File: src/inc/srs_map.svh
// Constants for the serial register access slave: address, timing counts.
// Assumes a 10 MHz core clock.
`ifndef SRS_MAP_SVH
`define SRS_MAP_SVH
`define SRS_SLAVE_ADDR   7'h28
`define SRS_CLK_HZ       10_000_000
`define SRS_TIMEOUT_MS   30
`define SRS_TIMEOUT_CYC  ((`SRS_TIMEOUT_MS * `SRS_CLK_HZ) / 1000)
`endif

File: src/inc/srs_pkg.sv
// Types shared by the serial register access slave.
// Assumes nothing of its surroundings.
package srs_pkg;
   typedef struct packed {
      logic [7:0] addr;
      logic [7:0] data;
   } srs_wr_t;
   typedef enum logic [2:0] {
      ST_IDLE, ST_ADDR, ST_ADDR_ACK, ST_RX, ST_RX_ACK, ST_TX, ST_TX_ACK
   } srs_state_t;
endpackage

File: src/verilog/srs_slave.sv
// Serial register access slave: byte, pointer and block transfers to an 8-bit
// register space. Assumes the register space answers reads combinationally
// from rd_addr and takes writes presented through a two-entry buffer.
//
// Behaviour
// - Answer only slave address 0101000; direction bit selects write or read.
// - Write byte: index then data, each acknowledged, data stored at index.
// - Read byte: index write, repeated start, one byte returned, host nacks.
// - Index alone followed by stop only loads the register pointer.
// - Read without index returns byte at pointer without advancing it.
// - Pointer-only set is still carried out while deep sleep is requested.
// - Read at pointer may be skipped while deep sleep is requested.
// - Block write stores each byte at pointer, acks, increments with wrap; a byte arriving with the write buffer full is nacked and dropped.
// - Block read sends successive bytes, incrementing pointer with wrap.
// - A stop resets the slave state and readies a new transaction.
// - Optional 30 ms low clock timeout resets the slave; off after reset.
`timescale 1ns/100ps
`include "srs_map.svh"
module srs_slave #(
   parameter int TIMEOUT_CYC = `SRS_TIMEOUT_CYC
) (
   input  wire logic           clk,
   input  wire logic           rst,
   input  wire logic           serial_clock_pin,
   input  wire logic           serial_data_pin_i,
   output logic                serial_data_pin_o,
   output logic                serial_data_pin_oe,
   input  wire logic           deep_sleep_request_bit,
   input  wire logic           timeout_enable,
   output logic [7:0]          rd_addr,
   input  wire logic [7:0]     rd_data,
   output logic                wr_valid,
   input  wire logic           wr_ready,
   output srs_pkg::srs_wr_t    wr_word,
   output logic                busy
);
   // ==========================================================================
   // Pin synchronisers and condition detection
   // ==========================================================================
   logic [1:0] scl_s_r;
   logic [1:0] sda_s_r;
   logic       scl_d_r;
   logic       sda_d_r;
   always_ff @(posedge clk or posedge rst) begin
      if (rst) begin
         scl_s_r <= 2'h3;
         sda_s_r <= 2'h3;
         scl_d_r <= 1'b1;
         sda_d_r <= 1'b1;
      end else begin
         scl_s_r <= {scl_s_r[0], serial_clock_pin};
         sda_s_r <= {sda_s_r[0], serial_data_pin_i};
         scl_d_r <= scl_s_r[1];
         sda_d_r <= sda_s_r[1];
      end
   end
   wire scl      = scl_s_r[1];
   wire sda      = sda_s_r[1];
   wire scl_rise = scl & ~scl_d_r;
   wire scl_fall = ~scl & scl_d_r;
   wire start_c  = scl & scl_d_r & ~sda & sda_d_r;
   wire stop_c   = scl & scl_d_r & sda & ~sda_d_r;

   // ==========================================================================
   // Bus timeout
   // ==========================================================================
   localparam int TW = $clog2(TIMEOUT_CYC + 1);
   logic [TW-1:0] to_cnt_r;
   wire           to_hit = (to_cnt_r == TW'(TIMEOUT_CYC));
   always_ff @(posedge clk or posedge rst) begin
      if (rst) begin
         to_cnt_r <= '0;
      end else if (!timeout_enable || scl || to_hit) begin
         to_cnt_r <= '0;
      end else begin
         to_cnt_r <= to_cnt_r + TW'(1);
      end
   end

   // ==========================================================================
   // Protocol engine
   // ==========================================================================
   srs_pkg::srs_state_t st_r, st_nxt;
   logic [7:0] sh_r;
   logic [3:0] bit_r;
   logic [7:0] ptr_r;
   logic       idx_seen_r;
   logic       rd_idx_r;
   logic       sda_oe_r;
   logic       mack_r;
   logic       push;
   logic [1:0] cnt_r;
   logic       buf_ready;

   wire       byte_done = scl_fall & (bit_r == 4'h8);
   wire [7:0] rx_byte   = sh_r;
   wire       addr_hit  = (rx_byte[7:1] == `SRS_SLAVE_ADDR);
   wire       rx_read   = rx_byte[0];
   wire       shift_in  = (st_r == srs_pkg::ST_ADDR) || (st_r == srs_pkg::ST_RX);
   wire       reset_c   = stop_c | to_hit;
   // Address-free reads are skipped in deep sleep.
   wire       rd_allowed = rd_idx_r | ~deep_sleep_request_bit;

   assign rd_addr            = ptr_r;
   assign serial_data_pin_o  = 1'b0;
   assign serial_data_pin_oe = sda_oe_r;
   assign busy               = (st_r != srs_pkg::ST_IDLE);

   always_comb begin
      st_nxt = st_r;
      push   = 1'b0;
      case (st_r)
         srs_pkg::ST_IDLE:     st_nxt = st_r;
         srs_pkg::ST_ADDR:     if (byte_done) begin
            st_nxt = (addr_hit && (!rx_read || rd_allowed)) ? srs_pkg::ST_ADDR_ACK
                                                              : srs_pkg::ST_IDLE;
         end
         srs_pkg::ST_ADDR_ACK: if (scl_fall) begin
            st_nxt = sh_r[0] ? srs_pkg::ST_TX : srs_pkg::ST_RX;
         end
         srs_pkg::ST_RX:       if (byte_done) begin
            // A full buffer means no room: the byte is not acked.
            st_nxt = (!idx_seen_r || buf_ready) ? srs_pkg::ST_RX_ACK : srs_pkg::ST_IDLE;
            push   = idx_seen_r & buf_ready;
         end
         srs_pkg::ST_RX_ACK:   if (scl_fall) begin
            st_nxt = srs_pkg::ST_RX;
         end
         srs_pkg::ST_TX:       if (byte_done) begin
            st_nxt = srs_pkg::ST_TX_ACK;
         end
         srs_pkg::ST_TX_ACK:   if (scl_fall) begin
            st_nxt = mack_r ? srs_pkg::ST_TX : srs_pkg::ST_IDLE;
         end
         default:              st_nxt = srs_pkg::ST_IDLE;
      endcase
      if (start_c) begin
         st_nxt = srs_pkg::ST_ADDR;
      end else if (reset_c) begin
         st_nxt = srs_pkg::ST_IDLE;
      end
   end

   always_ff @(posedge clk or posedge rst) begin
      if (rst) begin
         st_r <= srs_pkg::ST_IDLE;
      end else begin
         st_r <= st_nxt;
      end
   end

   // Bit shifter: samples on rising clock in receive states; in transmit it
   // counts rising clocks and shifts on falling ones.
   always_ff @(posedge clk or posedge rst) begin
      if (rst) begin
         sh_r  <= 8'h00;
         bit_r <= 4'h0;
      end else if (start_c || (scl_fall && (st_r == srs_pkg::ST_ADDR_ACK
                               || st_r == srs_pkg::ST_RX_ACK || st_r == srs_pkg::ST_TX_ACK))) begin
         bit_r <= 4'h0;
         if (st_r == srs_pkg::ST_ADDR_ACK && sh_r[0]) begin
            sh_r <= rd_data;
         end else if (st_r == srs_pkg::ST_TX_ACK) begin
            sh_r <= rd_data;
         end
      end else if (byte_done) begin
         bit_r <= 4'h0;
      end else if (scl_rise && shift_in) begin
         sh_r  <= {sh_r[6:0], sda};
         bit_r <= bit_r + 4'h1;
      end else if (scl_rise && st_r == srs_pkg::ST_TX) begin
         bit_r <= bit_r + 4'h1;
      end else if (scl_fall && st_r == srs_pkg::ST_TX) begin
         sh_r  <= {sh_r[6:0], 1'b1};
      end
   end

   // Drives data low for acks and for zero bits of a transmitted byte.
   always_ff @(posedge clk or posedge rst) begin
      if (rst) begin
         sda_oe_r <= 1'b0;
      end else if (st_nxt == srs_pkg::ST_ADDR_ACK || st_nxt == srs_pkg::ST_RX_ACK) begin
         sda_oe_r <= 1'b1;
      end else if (st_nxt == srs_pkg::ST_TX) begin
         sda_oe_r <= (st_r == srs_pkg::ST_TX) ? (scl_fall ? ~sh_r[6] : sda_oe_r)
                                              : ~rd_data[7];
      end else begin
         sda_oe_r <= 1'b0;
      end
   end

   // Pointer, index flag and master acknowledge capture.
   always_ff @(posedge clk or posedge rst) begin
      if (rst) begin
         ptr_r      <= 8'h00;
         idx_seen_r <= 1'b0;
         rd_idx_r   <= 1'b0;
         mack_r     <= 1'b0;
      end else begin
         if (st_r == srs_pkg::ST_TX_ACK && scl_rise) begin
            mack_r <= ~sda;
         end
         if (stop_c || to_hit) begin
            rd_idx_r <= 1'b0;
         end else if (st_r == srs_pkg::ST_ADDR && byte_done && !rx_read) begin
            rd_idx_r   <= 1'b0;
            idx_seen_r <= 1'b0;
         end
         if (st_r == srs_pkg::ST_RX && byte_done && !idx_seen_r) begin
            // Pointer-only sets are still carried out in deep sleep.
            ptr_r      <= rx_byte;
            idx_seen_r <= 1'b1;
            rd_idx_r   <= 1'b1;
         end else if (push) begin
            ptr_r <= ptr_r + 8'h01;
         end else if (st_r == srs_pkg::ST_TX_ACK && scl_rise && (!sda || rd_idx_r)) begin
            // Advancing at the acknowledge sample lets the next byte load from the new pointer.
            ptr_r <= ptr_r + 8'h01;
         end
      end
   end

   // ==========================================================================
   // Two-entry write buffer
   // ==========================================================================
   srs_pkg::srs_wr_t buf_r [2];
   logic             rp_r;
   logic             wp_r;
   wire              pop = wr_valid & wr_ready;
   assign wr_valid  = (cnt_r != 2'h0);
   assign wr_word   = buf_r[rp_r];
   assign buf_ready = (cnt_r != 2'h2);
   always_ff @(posedge clk or posedge rst) begin
      if (rst) begin
         cnt_r    <= 2'h0;
         rp_r     <= 1'b0;
         wp_r     <= 1'b0;
         buf_r[0] <= '0;
         buf_r[1] <= '0;
      end else begin
         if (push && buf_ready) begin
            buf_r[wp_r] <= '{addr: ptr_r, data: rx_byte};
            wp_r        <= ~wp_r;
         end
         if (pop) begin
            rp_r <= ~rp_r;
         end
         cnt_r <= cnt_r + {1'b0, push & buf_ready} - {1'b0, pop};
      end
   end
endmodule

File: config.mk
export PLATFORM = sky130hd
export DESIGN_NAME = srs_slave
export DESIGN_NICKNAME = d
export VERILOG_FILES = /design/src/inc/srs_pkg.sv /design/src/verilog/srs_slave.sv
export VERILOG_INCLUDE_DIRS = /design/src /design/src/inc
export SDC_FILE = /design/constraint.sdc
export NUM_CORES = 1
export LEC_CHECK = 0
export ABC_AREA = 1
export CAP_MARGIN = 15
export CORE_MARGIN = 3
export CORE_UTILIZATION = 34
export CTS_BUF_LIST = sky130_fd_sc_hd__clkbuf_4 sky130_fd_sc_hd__clkbuf_8 sky130_fd_sc_hd__clkbuf_16
export DETAILED_ROUTE_END_ITERATION = 8
export DONT_BUFFER_PORTS = 1
export SYNTH_ARGS = -nofsm -noshare
export SYNTH_HDL_FRONTEND = slang
export SYNTH_SLANG_ARGS = --single-unit
File: constraint.sdc
create_clock -name clk -period 3.3 [get_ports clk]
set_input_delay 0.495 -clock clk [delete_from_list [all_inputs] [get_ports clk]]
set_output_delay 0.495 -clock clk [all_outputs]
set_load 0.01 [all_outputs]
==> metrics, run 1 <==
max-slew violation total from the final report=0; Crit. End Element=output pin; Net Sw Frac=0.306; fraction of registers with async set/reset=1.00; layout net count=536; die area=0.0155 mm²; remaining routing DRC violations=0; Syn Nets=539; instance count of the mapped netlist=517; GRT Overall Usage=0.130; type of element launching the critical path=flip-flop; placeable core area=0.0135 mm²; cell area after synthesis=0.00477 mm²; Fmax=461 MHz; CTS root buf=clkbuf_16; Post-CTS Hold Fix Bufs=0; total power density per cell area=518 mW/mm²; sink count of the clock tree=88; clock transition at the registers of the reported paths=60 ps; total number of cells along the worst setup path=1; final worst path period need=2170 ps; final instance count without filler cells=695; post-placement cell count=679; FF-to-FF End=buf_r[13]$_DFFE_PP0P_; number of vias after detailed routing=3319; critical path fanouts, max=17; critical path's top delay family=flip-flops; post-DR vias/cell=4.78; Post-CTS Setup Bufs=0; vias in the first global route=3384; Register-to-Register Setup Slack=1180 ps; worst path arrival time=1670 ps; Layout area overhead=8.13%; deepest level of the CTS H-tree=3; GR Util met1=0.169; number of cell rows=42; DRT antenna net count=0; end-of-flow core utilization=0.382; static leakage=0.00237 µW; clock buffers created by TritonCTS=9; first-pass GRT wire length=16.6 mm; termination of the worst setup path=wr_word[0]; clock power share=0.368; half-perimeter wire length after detailed placement=7.00 mm; clock latency on the worst-skew pair=340 ps; Worst Max-Slew Pin Slew=811 ps; total detailed-routing wirelength=9.63 mm; proportion of power drawn by combinational gates=0.150; portion of the clock cycle consumed by the worst path in the final layout=0.657; cell-by-cell listing of the critical path=mux2_2; starting density of the core=0.353; Final Hold Fails=0; critical path type=flip-flop to output pin; run status=complete, no violations; total power consumption of the routed design=2670 µW; start point of the critical path=rp_r$_DFFE_PP0P_; number of distinct standard cells referenced by the synthesized netlist=41; maximum buffer depth of the clock tree=2; net switching power=818 µW; layer carrying the most global-route usage=met2; worst slack on hold paths=151 ps; #FFs+latches synth=88; number of buffers added on ports=0; met2 GRT Util=0.210; die outline width=124 µm; total iterations of the first detailed-routing run=4; met3 routing resource usage after global routing=0.0412; Initial DRC Count=214; design internal power=1850 µW; syn avg cell area=9.23 µm²; Synth Flop Type=dfrtp_1; data required time at the worst endpoint=2800 ps; r2r worst-path depth=9; initial antenna violation count=0; max capacitance violation total=0; slowest library cell on the worst path=dfrtp_1; count of yosys warnings during synthesis=0; Die Span Y=124 µm; final sum of negative setup slack=0 ps; number of enable-type register cells in the synthesized netlist=0; stage delay of the slowest cell on the critical path=870 ps; origin of the critical flop-to-flop path=bit_r[0]$_DFFE_PP0P_; io pins=43; proportion of synthesized chip area in sequential cells=0.463; final weighted congestion in routability-driven placement=0.853; Slew HR=0.459; Wirelength per Cell=13.9 µm; Reg power frac=0.482; count of instances resized after the clock tree is built=0; maximum vdd drop=295 µV; count of endpoints failing setup in the final report=0; maximum number of pins on one net before global-route repair=46; count of buffer and inverter cells on the critical path=0; RSZ-0062 raised after global routing=false; TritonCTS clock tree=built; grt ovf=0; fraction of layout instances using a drive strength above 1=0.274; Clock Skews=8.24 ps; number of diodes added for antenna fixing=0; worst hold-check path type=input pin to flip-flop
## registers in the layout, summed over array words and instances, names as in the netlist, 2 cells and up
signal and count:
sda_s_r 2, rx_byte 8, to_cnt_r 19, cnt_r 2, scl_s_r 2, buf_r 32
st_r 3, rd_addr 8, bit_r 4
## area by class of cell
type / instances / area, µm²
Clock buffer: 11 / 246
Clock inverter: 5 / 38.8
Multi-Input combinational cell: 353 / 2190
Timing Repair Buffer: 1 / 20.0
Tap cell: 176 / 220
Sequential cell: 88 / 2210
Fill cell: 1362 / 8350
Inverter: 61 / 230
## synthesized netlist by cell type, types with 3 or more instances
library cell	count	area share
nor2_1	43	0.034
nor2_4	3	0.0071
mux2_2	16	0.038
buf_6	10	0.024
inv_2	9	0.0071
nand2_2	30	0.039
o21ai_0	17	0.018
nand3_1	29	0.030
dfstp_2	6	0.033
xor2_1	11	0.020
o21ai_1	13	0.014
nand2_1	82	0.065
inv_1	52	0.041
nor2_2	6	0.0079
buf_2	3	0.0031
o211ai_2	3	0.0079
xnor2_1	5	0.0092
a21oi_1	11	0.012
dfrtp_1	82	0.43
nand2_4	3	0.0071
nand3_2	3	0.0063
o211ai_1	8	0.013
nor3_1	9	0.0094
ha_1	7	0.018
o21ai_2	36	0.066
## worst min-delay path by stage
| stage | from | to | slack [ps] | cells past startpoint |
|---|---|---|---|---|
| finish | serial_data_pin_i | sda_s_r[0]$_DFF_PP1_ | 150 | 0 |
| global route | serial_data_pin_i | sda_s_r[0]$_DFF_PP1_ | 130 | 0 |
| CTS | serial_data_pin_i | sda_s_r[0]$_DFF_PP1_ | 140 | 0 |
| detailed placement | scl_s_r[0]$_DFF_PP1_ | scl_s_r[1]$_DFF_PP1_ | 350 | 0 |
| global placement | sda_s_r[0]$_DFF_PP1_ | sda_s_r[1]$_DFF_PP1_ | 350 | 0 |
| floorplan | scl_s_r[0]$_DFF_PP1_ | scl_s_r[1]$_DFF_PP1_ | 350 | 0 |
## through the flow
stage,area [µm²],setup WS [ps]
after detailed placement,4870,1180
final,5160,1130
after global placement,4870,1260
after CTS,5160,1090
after floorplan,4770,536
after global routing,5160,979
## cells by family after synthesis
group           synth area share
simple gates               0.234
compound gates             0.139
flops                      0.463
buf+inv                   0.0771
xor+xnor                  0.0294
mux                       0.0378
fa+ha+maj                 0.0184
other cells             0.000786
## power by group through the flow
stage	clock network, µW	registers (µW)	logic (µW)
global route	1060	1300	455
global placement	0	1300	397
finish	983	1290	401
floorplan	0	1240	358
detailed placement	0	1310	409
CTS	1010	1290	410
## routing by layer
metal  up-vias  wire length [µm]
li1       1687                 -
met1      1564              4450
met2        55              4510
met3        13               491
met4         0               174
met5         -                 0
## placed cells by master, fill, tap and decap left out, types with 13 or more instances in the layout
cell	n
nand2_1	82
dfrtp_1	82
inv_1	51
nor2_1	43
o21ai_2	36
nand2_2	30
nand3_1	29
o21ai_0	17
mux2_2	16
o21ai_1	13
No activity file was read; power rests on OpenSTA's default activity.
==> inputs of run 2 (changes only) <==
==> constraint.sdc (replaced) <==
create_clock -name clk -period 2.3 [get_ports clk]
set_input_delay 0.345 -clock clk [delete_from_list [all_inputs] [get_ports clk]]
set_output_delay 0.345 -clock clk [all_outputs]
set_load 0.01 [all_outputs]
==> metrics, run 2 (synthesis gave the netlist of run 1 again) <==
run status=complete, no violations; Worst Max-Slew Pin Slew=681 ps; die outline width=124 µm; TritonCTS clock tree=built; Slew HR=0.545; cell-by-cell listing of the critical path=inv_1, ha_2, nand3_4, nor2_8, inv_2, nor2_2, nand3_1, ha_1, inv_1, ha_1, xnor2_2, xor2_1; static leakage=0.00244 µW; clock buffers created by TritonCTS=9; first-pass GRT wire length=17.1 mm; Wirelength per Cell=14.0 µm; count of endpoints failing setup in the final report=0; worst hold-check path type=input pin to flip-flop; max FFs per register=32; clock latency on the worst-skew pair=340 ps; Fmax=472 MHz; fraction of layout instances using a drive strength above 1=0.283; Fill cells=1323; count of buffer and inverter cells on the critical path=3; end-of-flow core utilization=0.394; number of diodes added for antenna fixing=0; starting density of the core=0.353; total detailed-routing wirelength=9.86 mm; final weighted congestion in routability-driven placement=0.847; initial antenna violation count=0; origin of the critical flop-to-flop path=bit_r[0]$_DFFE_PP0P_; design internal power=2850 µW; max-slew violation total from the final report=0; total number of cells along the worst setup path=12; post-DR vias/cell=4.84; Reg power frac=0.444; biggest registers after layout=buf_r (32), to_cnt_r (19); remaining routing DRC violations=0; total non-filler cell area in the finished layout=0.00532 mm²; Net Sw Frac=0.292; grt ovf=0; total power consumption of the routed design=4020 µW; min-delay src=rd_data[0]; Layout area overhead=11.4%; clock transition at the registers of the reported paths=60 ps; die area=0.0155 mm²; deepest level of the CTS H-tree=3; number of vias after detailed routing=3404; number of cell rows=42; Crit. End Element=flip-flop; net switching power=1170 µW; type of element launching the critical path=flip-flop; critical path fanouts, max=6; FF-to-FF End=cnt_r[1]$_DFF_PP0_; number of buffers added on ports=0; DRT antenna net count=0; GRT Overall Usage=0.133; total iterations of the first detailed-routing run=4; start point of the critical path=bit_r[0]$_DFFE_PP0P_; vias in the first global route=3461; worst path arrival time=2340 ps; Clock Skews=9.63 ps; data required time at the worst endpoint=2520 ps; r2r worst-path depth=12; Die Span Y=124 µm; slowest library cell on the worst path=dfrtp_1; Initial DRC Count=215; critical path type=flip-flop to flip-flop; top register by number of flip-flops=buf_r; Final Hold Fails=0; sink count of the clock tree=88; most used cells in the layout excluding fill and tap cells=nand2_1, dfrtp_1, inv_1; half-perimeter wire length after detailed placement=7.18 mm; stage delay of the slowest cell on the critical path=400 ps; maximum number of pins on one net before global-route repair=34; portion of the clock cycle consumed by the worst path in the final layout=0.921; placeable core area=0.0135 mm²; Register-to-Register Setup Slack=180 ps; CTS root buf=clkbuf_16; final instance count without filler cells=703; maximum buffer depth of the clock tree=2; Placed Area=0.00495 mm²; critical path's top delay family=adder cells; max capacitance violation total=0; post-placement cell count=684; termination of the worst setup path=cnt_r[1]$_DFF_PP0_; total power density per cell area=757 mW/mm²; maximum vdd drop=476 µV; layout net count=544; io pins=43; Post-CTS Setup Bufs=0; proportion of power drawn by combinational gates=0.167; final sum of negative setup slack=0 ps; clock power share=0.389; final worst path period need=2120 ps
[run 2: cell count changes in the layout (fill, tap and decap cells not counted), sizes merged]
cell         delta
clkinv          -2
bufinv          +1
buf             +5
dlygate4sd3     +3
clkbuf          +1
[run 2: power groups by stage]
stage | Sequential [µW] | Combinational, µW | Clock, µW
2_1_floorplan | 1770 | 514 | 0
3_3_place_gp | 1810 | 640 | 0
3_5_place_dp | 1820 | 668 | 0
5_1_grt | 1810 | 772 | 1660
6_report | 1790 | 672 | 1570
4_1_cts | 1790 | 675 | 1600
[run 2: layout make-up]
class | count | area (µm²) | share of cell area
Clock inverter | 4 | 56.3 | 0.0106
Clock buffer | 12 | 267 | 0.0501
Inverter | 61 | 233 | 0.0438
Timing Repair Buffer | 9 | 125 | 0.0235
Tap cell | 176 | 220 | 0.0414
Multi-Input combinational cell | 353 | 2200 | 0.415
Sequential cell | 88 | 2210 | 0.416
[run 2: per-stage QoR]
| step | setup WS [ps] | hold WS [ps] |
|---|---|---|
| global route | -4.00 | 170 |
| detailed placement | 168 | 350 |
| finish | 182 | 175 |
| floorplan | 328 | 345 |
| global placement | 256 | 339 |
| CTS | 167 | 167 |
[run 2: what timing repair did]
item / 4_1_cts / 5_1_grt
endpoints found under the hold margin: 27 / 0
hold buffers: 3 / 0
gates resized for setup: 0 / 2
setup endpoints to repair: 0 / 1
[run 2: worst min-delay path by stage]
stage | end | slack [ps] | depth (start not counted)
after floorplan | scl_s_r[1]$_DFF_PP1_ | 350 | 0
after global placement | idx_seen_r$_DFFE_PP0P_ | 340 | 1
after detailed placement | sda_s_r[0]$_DFF_PP1_ | 350 | 0
after CTS | rx_byte[0]$_DFFE_PP0P_ | 170 | 2
after global routing | rx_byte[0]$_DFFE_PP0P_ | 170 | 2
final | rx_byte[0]$_DFFE_PP0P_ | 180 | 2
[run 2: routing by layer]
| layer | wire, µm | share of wire | global-route usage | up-vias |
|---|---|---|---|---|
| met4 | 121 | 0.012 | 0.0368 | 0 |
| met2 | 4810 | 0.49 | 0.220 | 55 |
| met1 | 4450 | 0.45 | 0.171 | 1643 |
| li1 | - | - | - | 1695 |
| met3 | 475 | 0.048 | 0.0377 | 11 |
| met5 | 0 | 0 | 0 | - |
[run 2: worst reg2reg max path, delay by kind of cell (launching register included)]
family | cells | cell delay (ps)
XOR/XNOR | 2 | 280
adder cells (fa/ha/maj) | 3 | 670
AND/OR/NAND/NOR | 4 | 460
buffers and inverters | 3 | 210
flip-flops | 1 | 400
